`config.mk`:
```
export PLATFORM = sky130hd
export DESIGN_NAME = bridge_event_status
export DESIGN_NICKNAME = d
export VERILOG_FILES = /design/src/irq_status_pkg.sv /design/src/bridge_event_status.sv /design/src/event_flag_bank.sv
export SDC_FILE = /design/constraint.sdc
export NUM_CORES = 1
export LEC_CHECK = 0
export ABC_AREA = 1
export BUFFER_PORTS_ARGS = -buffer_cell sky130_fd_sc_hd__buf_2
export CORE_UTILIZATION = 48
export DETAILED_ROUTE_END_ITERATION = 6
export PLACE_DENSITY = 0.8
export SYNTH_ARGS = -nofsm -noshare
export SYNTH_HDL_FRONTEND = slang
export SYNTH_HIERARCHICAL = 1
export SYNTH_SLANG_ARGS = --single-unit
```
`constraint.sdc`:
```
create_clock -name clk_i -period 1.4 [get_ports clk_i]
set_input_delay 0.28 -clock clk_i [delete_from_list [all_inputs] [get_ports clk_i]]
set_output_delay 0.28 -clock clk_i [all_outputs]
set_load 0.02 [all_outputs]
```
`src/irq_status_pkg.sv`:
```
// ----------------------------------------------------------------------------
// shared constants and types for the bridge event status block
// ----------------------------------------------------------------------------
package irq_status_pkg;

    // --------------------------------------------------------------------
    // register map (byte addresses on the wishbone bus)
    // --------------------------------------------------------------------
    localparam logic [7:0] OFF_STATUS  = 8'h00;  // bridge_event_status, read, write 1 to clear
    localparam logic [7:0] OFF_ENABLE  = 8'h04;  // interrupt enable, same layout
    localparam logic [7:0] OFF_CLEAR   = 8'h08;  // write-only clear, same layout
    localparam logic [7:0] OFF_CONTROL = 8'h0C;  // transfer block reset controls

    // --------------------------------------------------------------------
    // field positions
    // --------------------------------------------------------------------
    localparam int FLAG_LSB      = 20;  // lowest bit held by this block
    localparam int FLAG_W        = 12;  // bits 31 down to 20
    localparam int BIT_MW_RERR   = 29;
    localparam int BIT_POWER     = 28;
    localparam int BIT_BRIDGE_RD = 25;
    localparam int BIT_CORE_ACC  = 24;
    localparam int BIT_MR_AHBERR = 23;
    localparam int BIT_MR_SPACE  = 22;
    localparam int BIT_MR_DONE   = 21;
    localparam int BIT_MW_AHBERR = 20;
    localparam int CTL_MASTER_READ_BLOCK_RESET  = 0;
    localparam int CTL_MASTER_WRITE_BLOCK_RESET  = 1;

    // --------------------------------------------------------------------
    // reset values and timing
    // --------------------------------------------------------------------
    localparam logic [FLAG_W-1:0] FLAGS_RST   = 12'h000;
    localparam logic [FLAG_W-1:0] ENABLE_RST  = 12'h000;
    localparam logic [1:0]        CONTROL_RST = 2'h0;
    localparam logic [31:0]       RDATA_RST   = 32'h0000_0000;
    localparam logic [1:0]        POWER_SETTLE = 2'h3;  // cycles before power edges count

    // upper event flags in register order, msb first
    typedef struct packed {
        logic rsv31;
        logic rsv30;
        logic mw_rerr;
        logic power;
        logic rsv27;
        logic rsv26;
        logic bridge_rd;
        logic core_acc;
        logic mr_ahberr;
        logic mr_space;
        logic mr_done;
        logic mw_ahberr;
    } event_flags_t;

endpackage

```
`src/bridge_event_status.sv`:
```
// The placing of the registers and register access over Wishbone were decided locally.
`timescale 1ns/1ps
// Behaviour
// - A master write start on an endpoint whose bus select is 0 sets status bit 29.
// - Any change of the synchronised bus power sense input, once the settle count is reached, sets status bit 28.
// - Completion of a bridge register read into the read value register sets bit 25.
// - Completion of a core register read whose value is stored for software sets bit 24.
// - Completion of a core register write also sets bit 24.
// - A bus error response during a master read transfer sets bit 23.
// - The master read transmit FIFO turning from full to not full sets bit 22.
// - The end of a master read transfer sets bit 21.
// - A bus error response during a master write transfer sets bit 20.
module bridge_event_status (
    // clock and reset
    input  wire logic        clk_i,
    input  wire logic        rst_i,
    // wishbone classic slave
    input  wire logic        wb_cyc_i,
    input  wire logic        wb_stb_i,
    input  wire logic        wb_we_i,
    input  wire logic [7:0]  wb_adr_i,
    input  wire logic [3:0]  wb_sel_i,
    input  wire logic [31:0] wb_dat_i,
    output logic      [31:0] wb_dat_o,
    output logic             wb_ack_o,
    // master write side events
    input  wire logic        mw_start_i,
    input  wire logic        ep_bus_sel_i,
    input  wire logic        mw_active_i,
    input  wire logic        mw_ahb_error_i,
    // master read side events
    input  wire logic        mr_active_i,
    input  wire logic        mr_ahb_error_i,
    input  wire logic        mr_fifo_full_i,
    input  wire logic        mr_done_i,
    // register access completions
    input  wire logic        bridge_read_done_i,
    input  wire logic        core_read_done_i,
    input  wire logic        core_write_done_i,
    // asynchronous pin
    input  wire logic        bus_power_sense_input_i,
    // outputs
    output logic             master_read_block_reset_o,
    output logic             master_write_block_reset_o,
    output logic             irq_o
);

    // ------------------------------------------------------------------------
    // declarations
    // ------------------------------------------------------------------------
    localparam int FW = irq_status_pkg::FLAG_W;

    logic [FW-1:0]                  flags_w;
    irq_status_pkg::event_flags_t   flags_s;
    irq_status_pkg::event_flags_t   set_s;
    logic [FW-1:0]                  clr_w;
    logic [FW-1:0]                  enable_r;
    logic [1:0]                     control_r;
    logic                           irq_r;
    logic                           ack_r;
    logic [31:0]                    rdata_r;
    logic [31:0]                    rdata_nxt;
    logic                           wr_take;
    logic                           rd_take;
    logic [31:0]                    wmask;
    logic                           pwr_meta_r;
    logic                           pwr_sync_r;
    logic                           pwr_prev_r;
    logic [1:0]                     pwr_settle_r;
    logic                           pwr_change;
    logic                           fifo_full_prev_r;

    // ------------------------------------------------------------------------
    // helpers
    // ------------------------------------------------------------------------

    // expand byte selects into a bit mask
    function automatic logic [31:0] byte_mask(input logic [3:0] sel);
        logic [31:0] m;
        m = 32'h0000_0000;
        for (int b = 0; b < 4; b++) begin
            m[b*8 +: 8] = {8{sel[b]}};
        end
        return m;
    endfunction

    // upper flag field of a masked write word
    function automatic logic [FW-1:0] upper_field(input logic [31:0] d, input logic [31:0] m);
        logic [31:0] v;
        v = d & m;
        return v[31:irq_status_pkg::FLAG_LSB];
    endfunction

    // positions of the eight live flags; reserved positions stay zero
    function automatic logic [FW-1:0] live_bits();
        logic [FW-1:0] m;
        m = '0;
        m[irq_status_pkg::BIT_MW_RERR - irq_status_pkg::FLAG_LSB]   = 1'b1;
        m[irq_status_pkg::BIT_POWER - irq_status_pkg::FLAG_LSB]     = 1'b1;
        m[irq_status_pkg::BIT_BRIDGE_RD - irq_status_pkg::FLAG_LSB] = 1'b1;
        m[irq_status_pkg::BIT_CORE_ACC - irq_status_pkg::FLAG_LSB]  = 1'b1;
        m[irq_status_pkg::BIT_MR_AHBERR - irq_status_pkg::FLAG_LSB] = 1'b1;
        m[irq_status_pkg::BIT_MR_SPACE - irq_status_pkg::FLAG_LSB]  = 1'b1;
        m[irq_status_pkg::BIT_MR_DONE - irq_status_pkg::FLAG_LSB]   = 1'b1;
        m[irq_status_pkg::BIT_MW_AHBERR - irq_status_pkg::FLAG_LSB] = 1'b1;
        return m;
    endfunction

    // ------------------------------------------------------------------------
    // wishbone handshake
    // ------------------------------------------------------------------------

    // a write takes effect at the edge where the master sees ack high
    assign wr_take = wb_cyc_i && wb_stb_i && wb_we_i && ack_r;
    // read data is latched as ack rises, so it is stable while ack is high
    assign rd_take = wb_cyc_i && wb_stb_i && !wb_we_i && !ack_r;
    assign wmask   = byte_mask(wb_sel_i);

    // one cycle of ack per request, dropped in the next cycle
    always_ff @(posedge clk_i) begin
        if (rst_i) begin
            ack_r <= 1'b0;
        end else begin
            ack_r <= wb_cyc_i && wb_stb_i && !ack_r;
        end
    end

    // read mux; unmapped and write-only addresses read as zero
    always_comb begin
        rdata_nxt = irq_status_pkg::RDATA_RST;
        if (wb_adr_i == irq_status_pkg::OFF_STATUS) begin
            rdata_nxt[31:irq_status_pkg::FLAG_LSB] = flags_w;
        end else if (wb_adr_i == irq_status_pkg::OFF_ENABLE) begin
            rdata_nxt[31:irq_status_pkg::FLAG_LSB] = enable_r;
        end else if (wb_adr_i == irq_status_pkg::OFF_CONTROL) begin
            rdata_nxt[1:0] = control_r;
        end
    end

    always_ff @(posedge clk_i) begin
        if (rst_i) begin
            rdata_r <= irq_status_pkg::RDATA_RST;
        end else if (rd_take) begin
            rdata_r <= rdata_nxt;
        end
    end

    // ------------------------------------------------------------------------
    // software registers
    // ------------------------------------------------------------------------

    // enable register, reserved positions never store a one
    always_ff @(posedge clk_i) begin
        if (rst_i) begin
            enable_r <= irq_status_pkg::ENABLE_RST;
        end else if (wr_take && wb_adr_i == irq_status_pkg::OFF_ENABLE) begin
            enable_r <= ((enable_r & ~upper_field(32'hFFFF_FFFF, wmask))
                      | upper_field(wb_dat_i, wmask)) & live_bits();
        end
    end

    // block reset controls are levels: software writes one, then zero
    always_ff @(posedge clk_i) begin
        if (rst_i) begin
            control_r <= irq_status_pkg::CONTROL_RST;
        end else if (wr_take && wb_adr_i == irq_status_pkg::OFF_CONTROL && wb_sel_i[0]) begin
            control_r <= wb_dat_i[1:0];
        end
    end

    // write one to clear, through the status word or the clear register
    always_comb begin
        clr_w = '0;
        if (wr_take && (wb_adr_i == irq_status_pkg::OFF_STATUS
                     || wb_adr_i == irq_status_pkg::OFF_CLEAR)) begin
            clr_w = upper_field(wb_dat_i, wmask);
        end
    end

    // ------------------------------------------------------------------------
    // event detection
    // ------------------------------------------------------------------------

    // bus power pin: two flops before anything looks at it
    always_ff @(posedge clk_i) begin
        if (rst_i) begin
            pwr_meta_r <= 1'b0;
            pwr_sync_r <= 1'b0;
            pwr_prev_r <= 1'b0;
        end else begin
            pwr_meta_r <= bus_power_sense_input_i;
            pwr_sync_r <= pwr_meta_r;
            pwr_prev_r <= pwr_sync_r;
        end
    end

    // hold off edge detection until the synchroniser has filled,
    // otherwise a pin that is high at reset looks like a change
    always_ff @(posedge clk_i) begin
        if (rst_i) begin
            pwr_settle_r <= 2'h0;
        end else if (pwr_settle_r != irq_status_pkg::POWER_SETTLE) begin
            pwr_settle_r <= pwr_settle_r + 2'h1;
        end
    end

    assign pwr_change = (pwr_sync_r ^ pwr_prev_r)
                     && (pwr_settle_r == irq_status_pkg::POWER_SETTLE);

    // previous fifo full level, for the full to not-full edge
    always_ff @(posedge clk_i) begin
        if (rst_i) begin
            fifo_full_prev_r <= 1'b0;
        end else begin
            fifo_full_prev_r <= mr_fifo_full_i;
        end
    end

    // set strobes; reserved positions are never set
    always_comb begin
        set_s           = '0;
        set_s.mw_rerr   = mw_start_i && !ep_bus_sel_i;
        set_s.power     = pwr_change;
        set_s.bridge_rd = bridge_read_done_i;
        set_s.core_acc  = core_read_done_i || core_write_done_i;
        set_s.mr_ahberr = mr_active_i && mr_ahb_error_i;
        set_s.mr_space  = fifo_full_prev_r && !mr_fifo_full_i;
        set_s.mr_done   = mr_done_i;
        set_s.mw_ahberr = mw_active_i && mw_ahb_error_i;
    end

    // sticky flag storage, set wins over a simultaneous clear
    event_flag_bank #(
        .W      (FW)
    ) u_flags (
        .clk_i  (clk_i),
        .rst_i  (rst_i),
        .set_i  (set_s),
        .clr_i  (clr_w),
        .flags_o(flags_w)
    );

    assign flags_s = flags_w;

    // ------------------------------------------------------------------------
    // interrupt output
    // ------------------------------------------------------------------------

    // registered level: one cycle behind the flags, traded for a clean output
    always_ff @(posedge clk_i) begin
        if (rst_i) begin
            irq_r <= 1'b0;
        end else begin
            irq_r <= |(flags_w & enable_r);
        end
    end

    assign wb_ack_o                   = ack_r;
    assign wb_dat_o                   = rdata_r;
    assign irq_o                      = irq_r;
    assign master_read_block_reset_o  = control_r[irq_status_pkg::CTL_MASTER_READ_BLOCK_RESET];
    assign master_write_block_reset_o = control_r[irq_status_pkg::CTL_MASTER_WRITE_BLOCK_RESET];
endmodule

```
`src/event_flag_bank.sv`:
```
`timescale 1ns/1ps
// ----------------------------------------------------------------------------
// bank of sticky flags; a set in the same cycle as a clear wins
// ----------------------------------------------------------------------------
module event_flag_bank #(
    parameter int W = 12
) (
    // clock and reset
    input  wire logic         clk_i,
    input  wire logic         rst_i,
    // set and clear strobes, one bit per flag
    input  wire logic [W-1:0] set_i,
    input  wire logic [W-1:0] clr_i,
    // flag state
    output logic      [W-1:0] flags_o
);

    genvar k;

    // one flip-flop per flag, set has priority so no event is lost
    generate
        for (k = 0; k < W; k++) begin : g_flag
            always_ff @(posedge clk_i) begin
                if (rst_i) begin
                    flags_o[k] <= 1'b0;
                end else if (set_i[k]) begin
                    flags_o[k] <= 1'b1;
                end else if (clr_i[k]) begin
                    flags_o[k] <= 1'b0;
                end
            end
        end
    endgenerate

endmodule

```
==> results of run 1 <==
## power groups by stage
stage	Combinational [mW]	Sequential, mW	Clock, mW
after floorplan	0.241	1.38	0
after global placement	0.341	1.37	0
after detailed placement	0.352	1.37	0
after CTS	0.353	1.34	0.834
after global routing	0.396	1.35	0.886
final	0.353	1.34	0.812
## how the worst max path moves through the flow
stage | to | slack [ns]
2_1_floorplan | u_flags/flags_o[0] | 0.11
5_1_grt | u_flags/flags_o[7] | 0.03
3_3_place_gp | u_flags/flags_o[7] | -0.003
4_1_cts | u_flags/flags_o[6] | 0.07
3_5_place_dp | u_flags/flags_o[5] | -0.02
6_report | u_flags/flags_o[6] | 0.14
## layer usage
layer / routed length (µm) / GRT usage, %
met1: 2150 / 25.2
met2: 2360 / 34.4
met3: 269 / 3.94
met4: 54 / 5.45
met5: 0 / 0
## worst max-delay path: stages, from the launching register on
cell     delay (ns)
dfxtp_2        0.38
nand2_1        0.11
nor2_4         0.19
nand3_4        0.16
nor2_1         0.12
inv_1          0.04
nand2_1        0.09
a21oi_2        0.06
## repair_timing
action | in CTS | in global routing
gates resized for setup | 0 | 1
setup endpoints to repair | 0 | 4
setup buffers | 0 | 0
## area by class of cell
cell class                 instances  area [µm²]  area share, %
clock inverter                     1        7.51          0.268
inverter                          67         251           8.99
sequential                        44         882           31.5
tap                               52        65.1           2.32
timing repair buffer              72         418           14.9
multi-input combinational        223        1090           38.9
clock buffer                       7        86.3           3.08
## stage by stage
step | power (mW) | TNS, ns | util, % | setup slack [ns] | area [µm²]
after CTS | 2.53 | 0 | 62.0 | 0.0666 | 2790
final | 2.51 | 0 | 62.1 | 0.141 | 2800
after floorplan | 1.63 | 0 | - | 0.114 | 2410
after global placement | 1.71 | -0.00250 | 59.9 | -0.00250 | 2700
after detailed placement | 1.72 | -0.0827 | 59.9 | -0.0225 | 2700
after global routing | 2.63 | 0 | 62.1 | 0.0290 | 2800
## cells by family (layout without fill, tap and decap cells)
| group | after synthesis | count (layout) |
|---|---|---|
| AND/OR/NAND/NOR | 159 | 159 |
| other | 1 | 22 |
| flip-flops | 44 | 44 |
| adder cells (fa/ha/maj) | 1 | 1 |
| buffers and inverters | 94 | 147 |
| AO/OA/AOI/OAI | 41 | 41 |
## cell usage in the layout (no fill, tap or decap), drive strengths merged, types with 7 or more instances in the layout
cell type and instances:
a21oi 23, buf 72, clkbuf 7, conb 22, dfxtp 44, inv 67, nand2 67, nand4 10
nor2 63, nor3 10, o21ai 15
==> metrics.txt, run 1 <==
Final Hold Viols 0; Worst-Skew Late Latency 0.29 ns; PortBufs 59; FF-to-FF End u_flags/flags_o[6]; CP Launch Type flip-flop; minimum clock period 1.26 ns; Hold Path End pwr_meta_r; most frequent cells after synthesis inv_1, nand2_1, nor2_1; Clock Sinks 44; RSZ-0062 raised after global routing false; Num CTS Buffers 5; CP Capture Type flip-flop; Max Transition Viols Final 0; Worst Path Max Fanout 8; Synth Area per Inst 6.84 µm²; sw frac 26.7%; die height 71.6 µm; sequential power share 53.5%; sw power 669 µW; Compound-Gate Fraction of Synth Area 10.9%; total gr overflow 0; io pins 97; Hold WS 0.191 ns; Post-synth ARST share 0%; EDFF count, synth 0; root buffer cell clkbuf_8; post-synth cell types 29; register area share after synthesis 37.9%; drt pass-1 iters 4; Crit Reg-Reg Startpoint wb_ack_o; proportion of synthesized area in mux cells 0%; #FFs+latches synth 44; HPWL after detailed placement 3.58 mm; Syn Inst Count 340; initial core utilization 51.6%; Post-Synthesis Cell Area 2330 µm²; Max Clk Rate 794 MHz; Hold Path Depth 3; post-synthesis xor/xnor area fraction 0%; WL/cell 10.4 µm; CTS tree done; Placer Congestion 0.814; largest family of logic cells by synthesized area simple AND/OR/NAND/NOR gates; layout cells sized above 1 25.6%; count leader, synth inv_1; required time worst endpoint 1.58 ns; reg2reg path depth 7; Post-DRT Antenna Nets 0; power per cell area 896 nW/µm²; final WL 4.83 mm; largest net degree at the start of global routing 25; Hold Crit Start bus_power_sense_input_i; Max VDD drop 0.000722 V; hold buffers post-CTS 0; Area Growth Syn to Fin 20.3%; Synth top area share 37.9%; top cells by area, synth dfxtp_1, inv_1, nand2_1, nor2_1, buf_4; Worst Setup SP wb_ack_o; register-to-register setup slack 0.14 ns; Clock Tree Buf Depth 2; CP Class reg -> reg; Ys Warns 6; Vias per Instance 4.58; clock skew 0.00328 ns; Die Area 5130 µm²; post-synthesis simple-gate area fraction 31.5%; final setup violation count 0; vias 2,132; Arr. time, crit path 1.44 ns; Initial DRC Count 124; clock share of power 32.4%; n_diodes 0; fin cells 466; placed instance count 458; Core Region 4500 µm²; H-tree depth 2; DRC Markers 0; Synth Flop Type dfxtp_1; initial antenna violation count 0; vias in the first global route 1,835; fin nets 475; max cap viols 0; Int Power 1.84 mW; Final Cycle Share 89.9%; Synth Area in Adders 0.538%; Die X 71.6 µm; Comb pwr share 14.1%; Reg clk slew, reported paths 0.08 ns; area leader, netlist dfxtp_1; row count 24; first-pass GRT wire length 7.98 mm; # fillers 423; GRT Resource Usage Total 19.9%; outcome completed; P_leak 1.39 nW; worst hold path class in -> reg
Power figures use the tool's default switching activity.
==> inputs of run 2 (changes only) <==
==> constraint.sdc (replaced) <==
create_clock -name clk_i -period 1.4 [get_ports clk_i]
set_input_delay 0.28 -clock clk_i [delete_from_list [all_inputs] [get_ports clk_i]]
set_output_delay 0.28 -clock clk_i [all_outputs]
set_load 0.05 [all_outputs]
==> run 2 against run 1 <==
Effect of this change:
- worst hold slack improved by 0.0073 ns
- design area fell by 0.13%
- critical path depth did not move
- count of clock-buffer cells in the layout rose by 1
- first-iteration DRC count fell by 11%
- non-clock buffer count rose by 1
- via count fell by 0.19%
- flip-flop and latch count did not move
- global-route usage rose by 0.36 points
- combinational power rose by 27%
- register-to-register slack got worse by 0.03 ns
- largest cell class unchanged
- highest routed layer unchanged
==> metrics.txt, run 2 (synthesis gave the netlist of run 1 again) <==
Final Cycle Share 92.3% (+2.4 points); row count 24 (unchanged); Num CTS Buffers 5 (unchanged); Reg clk slew, reported paths 0.08 ns (about the same); Final Hold Viols 0 (unchanged); Clock Tree Buf Depth 2 (unchanged); io pins 97 (unchanged); largest net degree at the start of global routing 25 (unchanged); root buffer cell clkbuf_8; Max VDD drop 0.000519 V (-28%); Setup Fix Bufs, Post-CTS 0 (unchanged); WL/cell 9.98 µm (-3.7%); Setup Total Neg Slack 0 ns (unchanged); GRT Resource Usage Total 20.2% (+0.36 points); die height 71.6 µm (unchanged); CP Capture Type flip-flop; Worst-Skew Late Latency 0.29 ns (about the same); Arr. time, crit path 1.46 ns (+0.02 ns); post-route setup slack 0.108 ns (-0.0331 ns); Placer Congestion 0.830 (+2.0%); leading cell type in the layout, fill and taps excluded inv_1; CTS tree done; Hold WS 0.198 ns (+0.00728 ns); Post-DRT Antenna Nets 0 (unchanged); PortBufs 59 (unchanged); fin nets 476 (+0.21%); max incr delay on CP 0.38 ns (about the same); minimum clock period 1.29 ns (+0.0331 ns); outcome completed; Worst Path Max Fanout 8 (unchanged); total gr overflow 0 (unchanged); HPWL after detailed placement 3.56 mm (-0.65%); Max Transition Viols Final 0 (unchanged); final setup violation count 0 (unchanged); # fillers 416 (-1.7%); slowest stage cell, crit path dfxtp_4; RSZ-0062 raised after global routing false; first-pass GRT wire length 8.32 mm (+4.2%); total power 2.64 mW (+5.5%); Area Growth Syn to Fin 20.2%; Die X 71.6 µm (unchanged); P_leak 1.40 nW (+0.68%); design area 2800 µm² (-0.13%); crit-path cells nand2_1, nor2_4, nand3_2, nor2_1, inv_1, nand2_1, a21oi_2; hold buffers post-CTS 0 (unchanged); worst hold path class in -> reg; DRC Markers 0 (unchanged); Core Region 4500 µm² (unchanged); required time worst endpoint 1.57 ns (about the same); vias in the first global route 1,976 (+7.7%); clock skew 0.00561 ns (+0.00233 ns); drt pass-1 iters 4 (unchanged); final core utilization 62.1% (-0.083 points); Clock Sinks 44 (unchanged); fin cells 467 (+0.21%); Placed Instance Area 2700 µm² (about the same); placed instance count 459 (+0.22%); initial core utilization 51.6% (unchanged); n_diodes 0 (unchanged); Initial DRC Count 110 (-11%); Max Clk Rate 774 MHz (-2.6%); Die Area 5130 µm² (unchanged); H-tree depth 2 (unchanged); layout cells sized above 1 25.8% (+0.18 points); post_cts resized 0 (unchanged); Vias per Instance 4.56 (-0.40%); max cap viols 0 (unchanged); CP Class reg -> reg; CP Launch Type flip-flop; initial antenna violation count 0 (unchanged); most frequent cells in the layout inv_1, nand2_1, buf_2; final WL 4.66 mm (-3.5%); most frequent CP cell nand2_1; cell family with most CP delay simple AND/OR/NAND/NOR gates; Post-Place Setup Slack -0.0271 ns (-0.00460 ns); power per cell area 946 nW/µm² (+5.6%); vias 2,128 (-0.19%); critical path buffer and inverter count 1 (unchanged)
run 2: cell count changes in the layout (fill, tap and decap cells not counted), sizes merged:
cell	previous run	this run
buf	72	73
clkbuf	7	8
clkinvlp	1	0
run 2: final cells by class:
type | instances | area [µm²] | share of cell area, %
Multi-Input combinational cell | 223 | 1080 | 38.7
Sequential cell | 44 | 885 | 31.6
Timing Repair Buffer | 73 | 413 | 14.8
Inverter | 67 | 251 | 9.00
Clock buffer | 8 | 100 | 3.58
Tap cell | 52 | 65.1 | 2.33
run 2: final timing paths:
check | start | end | slack, ns | cells past startpoint
setup / recovery | wb_ack_o | u_flags/flags_o[8] | 0.11 | 7
hold / removal | bus_power_sense_input_i | pwr_meta_r | 0.20 | 3
setup reg to reg | wb_ack_o | u_flags/flags_o[8] | 0.11 | 7
hold reg to reg | pwr_meta_r | pwr_sync_r | 0.41 | 2
run 2: power by group:
group | switching, mW | internal [mW] | total, mW
clock network | 0.405 | 0.450 | 0.855
registers | 0.0335 | 1.31 | 1.34
logic | 0.320 | 0.130 | 0.450
total | 0.758 | 1.89 | 2.64
run 2: worst register-to-register path: stages, from the launching register on:
cell	delay, ns
dfxtp_4	0.38
nand2_1	0.10
nor2_4	0.14
nand3_2	0.21
nor2_1	0.16
inv_1	0.06
nand2_1	0.07
a21oi_2	0.05
run 2: routing by layer:
layer  global-route usage [%]  share of wire [%]  vias up
li1                         -                  -     1143
met1                     25.0                 44      926
met2                     35.8                 50       55
met3                     3.66                5.5        4
met4                     5.88               0.58        0
met5                        0                  0        -
==> inputs of run 3 (changes only) <==
--- a/config.mk
+++ b/config.mk
@@ -7,9 +7,9 @@
 export LEC_CHECK = 0
 export ABC_AREA = 1
 export BUFFER_PORTS_ARGS = -buffer_cell sky130_fd_sc_hd__buf_2
-export CORE_UTILIZATION = 48
+export CORE_UTILIZATION = 44
 export DETAILED_ROUTE_END_ITERATION = 6
-export PLACE_DENSITY = 0.8
+export PLACE_DENSITY = 0.77
 export SYNTH_ARGS = -nofsm -noshare
 export SYNTH_HDL_FRONTEND = slang
 export SYNTH_HIERARCHICAL = 1
==> constraint.sdc (replaced) <==
create_clock -name clk_i -period 1.14 [get_ports clk_i]
set_input_delay 0.228 -clock clk_i [delete_from_list [all_inputs] [get_ports clk_i]]
set_output_delay 0.228 -clock clk_i [all_outputs]
set_load 0.01 [all_outputs]
==> run 3 against run 2 <==
Effect of this change:
- the run now ends with negative setup slack left
- utilization is 0.22 points lower
- total power is 38% higher
- clock power is 81% higher
- non-clock buffer count up 9
- maximum frequency grew 9.4%
- register-to-register slack worse by 0.15 ns
- routed wire length increased by 20%
- first-iteration DRC count shrank 32%
- count of clock-buffer cells in the layout down 2
==> metrics.txt, run 3 (synthesis gave the netlist of run 1 again) <==
failing checks negative setup slack; vias 2,274 (+6.9%); register-to-register setup slack -0.04 ns (-0.15 ns); GRT Resource Usage Total 20.2% (about the same); CP Launch Type flip-flop; Int Power 2.81 mW (+49%); Worst-Skew Late Latency 0.30 ns (about the same); Max Clk Rate 847 MHz (+9.4%); max incr delay on CP 0.37 ns (about the same); minimum clock period 1.18 ns (-0.111 ns); critical path buffer and inverter count 2 (+1); final WL 5.58 mm (+20%); sw power 850 µW (+12%); CTS tree done; final core utilization 61.8% (-0.22 points); sequential power share 45.0% (-5.7 points); drt pass-1 iters 4 (unchanged); initial core utilization 45.5% (-6.1 points); PortBufs 59 (unchanged); Initial DRC Count 75 (-32%); cell family with most CP delay simple AND/OR/NAND/NOR gates; first-pass GRT wire length 8.58 mm (+3.1%); layout cells sized above 1 34.2% (+8.4 points); power per cell area 1160 nW/µm² (+23%); Clock Tree Buf Depth 2 (unchanged); DRC Markers 0 (unchanged); # fillers 461 (+11%); max cap viols 0 (unchanged); Placer Congestion 0.857 (+3.2%); initial antenna violation count 0 (unchanged); Arr. time, crit path 1.38 ns (-0.08 ns); RSZ-0062 raised after global routing true; largest net degree at the start of global routing 25 (unchanged); WL/cell 11.3 µm (+13%); leading cell type in the layout, fill and taps excluded inv_1; Clock Sinks 44 (unchanged); worst hold path class in -> reg; H-tree depth 2 (unchanged); Final Cycle Share 104% (+11 points); Die X 74.7 µm (+4.3%); Comb pwr share 12.6% (-4.4 points); clock share of power 42.3% (+10 points); Max Transition Viols Final 0 (unchanged); most frequent CP cell buf_12; design area 3160 µm² (+13%); HPWL after detailed placement 3.70 mm (+3.9%); row count 26 (+8.3%); Core Region 5110 µm² (+13%); CP Class reg -> reg; n_diodes 0 (unchanged); Post-Place Setup Slack -0.241 ns (-0.214 ns); most frequent cells in the layout inv_1, buf_2, nand2_1; slowest stage cell, crit path dfxtp_4; Placed Instance Area 2780 µm² (+3.1%); fin nets 485 (+1.9%); Reg clk slew, reported paths 0.08 ns (about the same); vias in the first global route 2,095 (+6.0%); Die Area 5580 µm² (+8.8%); Vias per Instance 4.60 (+1.0%); post-route setup slack -0.0411 ns (-0.149 ns); Worst Path Max Fanout 7 (-1); Area Growth Syn to Fin 35.8%; Max VDD drop 0.000800 V (+54%); outcome complete, but fails checks; clock skew 0.00333 ns (-0.00228 ns); sw frac 23.2% (-5.5 points); Num CTS Buffers 5 (unchanged); crit-path cells nor3_4, buf_12, buf_12, nand2_4, nor2_2, nor2_1; required time worst endpoint 1.34 ns (-0.23 ns); Final Hold Viols 0 (unchanged); final setup violation count 28 (+28); root buffer cell clkbuf_8; total gr overflow 0 (unchanged); io pins 97 (unchanged); die height 74.7 µm (+4.3%); Hold WS 0.132 ns (-0.0657 ns); CP Capture Type flip-flop; P_leak 1.51 nW (+7.9%); Post-DRT Antenna Nets 0 (unchanged)
==> run 3: tightest hold or removal path: cells and delay by family <==
family | cells | cell delay (ns)
AND/OR/NAND/NOR | 1 | 0.06
buffers and inverters | 2 | 0.11
==> run 3: final cells by class <==
| cell class | instances | area [µm²] | area share [%] |
|---|---|---|---|
| repair buffers | 82 | 572 | 18.1 |
| clock inverters | 2 | 60.1 | 1.90 |
| inverters | 67 | 251 | 7.96 |
| flip-flops and latches | 44 | 885 | 28.0 |
| multi-input cells | 223 | 1210 | 38.3 |
| well taps | 70 | 87.6 | 2.77 |
| clock buffers | 6 | 93.8 | 2.97 |
==> run 3: path summary, 6_finish.rpt <==
check,from,end,cells after the start
worst max-delay path,wb_ack_o,wb_dat_o[20],6
worst min-delay path,bus_power_sense_input_i,pwr_meta_r,3
worst min register to register,pwr_meta_r,pwr_sync_r,2
worst max register to register,wb_ack_o,wb_dat_o[20],6
==> run 3: what timing repair did <==
| item | CTS | global route |
|---|---|---|
| setup endpoints to repair | 21 | 37 |
| hold buffers | 0 | 0 |
| pin swaps | 4 | 19 |
| setup buffers | 1 | 1 |
| gates resized for setup | 8 | 32 |
| cloned | 1 | 3 |
==> run 3: layer usage <==
metal / routed length (µm) / up-vias / track usage [%]
li1: - / 1161 / -
met1: 2250 / 1033 / 22.5
met2: 2950 / 67 / 36.9
met3: 262 / 13 / 4.28
met4: 113 / 0 / 9.01
met5: 0 / - / 0
==> run 3: per-stage QoR <==
step | instances | setup TNS (ns) | power [mW]
after floorplan | 361 | -0.0152 | 1.95
after global placement | 480 | -4.40 | 2.08
after detailed placement | 480 | -6.35 | 2.10
after CTS | 490 | -0.315 | 3.64
after global routing | 494 | -2.85 | 3.81
final | 494 | -0.532 | 3.66
==> run 3: power groups by stage <==
stage	Combinational [mW]	Clock (mW)	Sequential (mW)
after floorplan	0.270	0	1.68
after global placement	0.397	0	1.68
after detailed placement	0.413	0	1.68
after CTS	0.423	1.57	1.65
after global routing	0.516	1.64	1.66
final	0.463	1.55	1.65
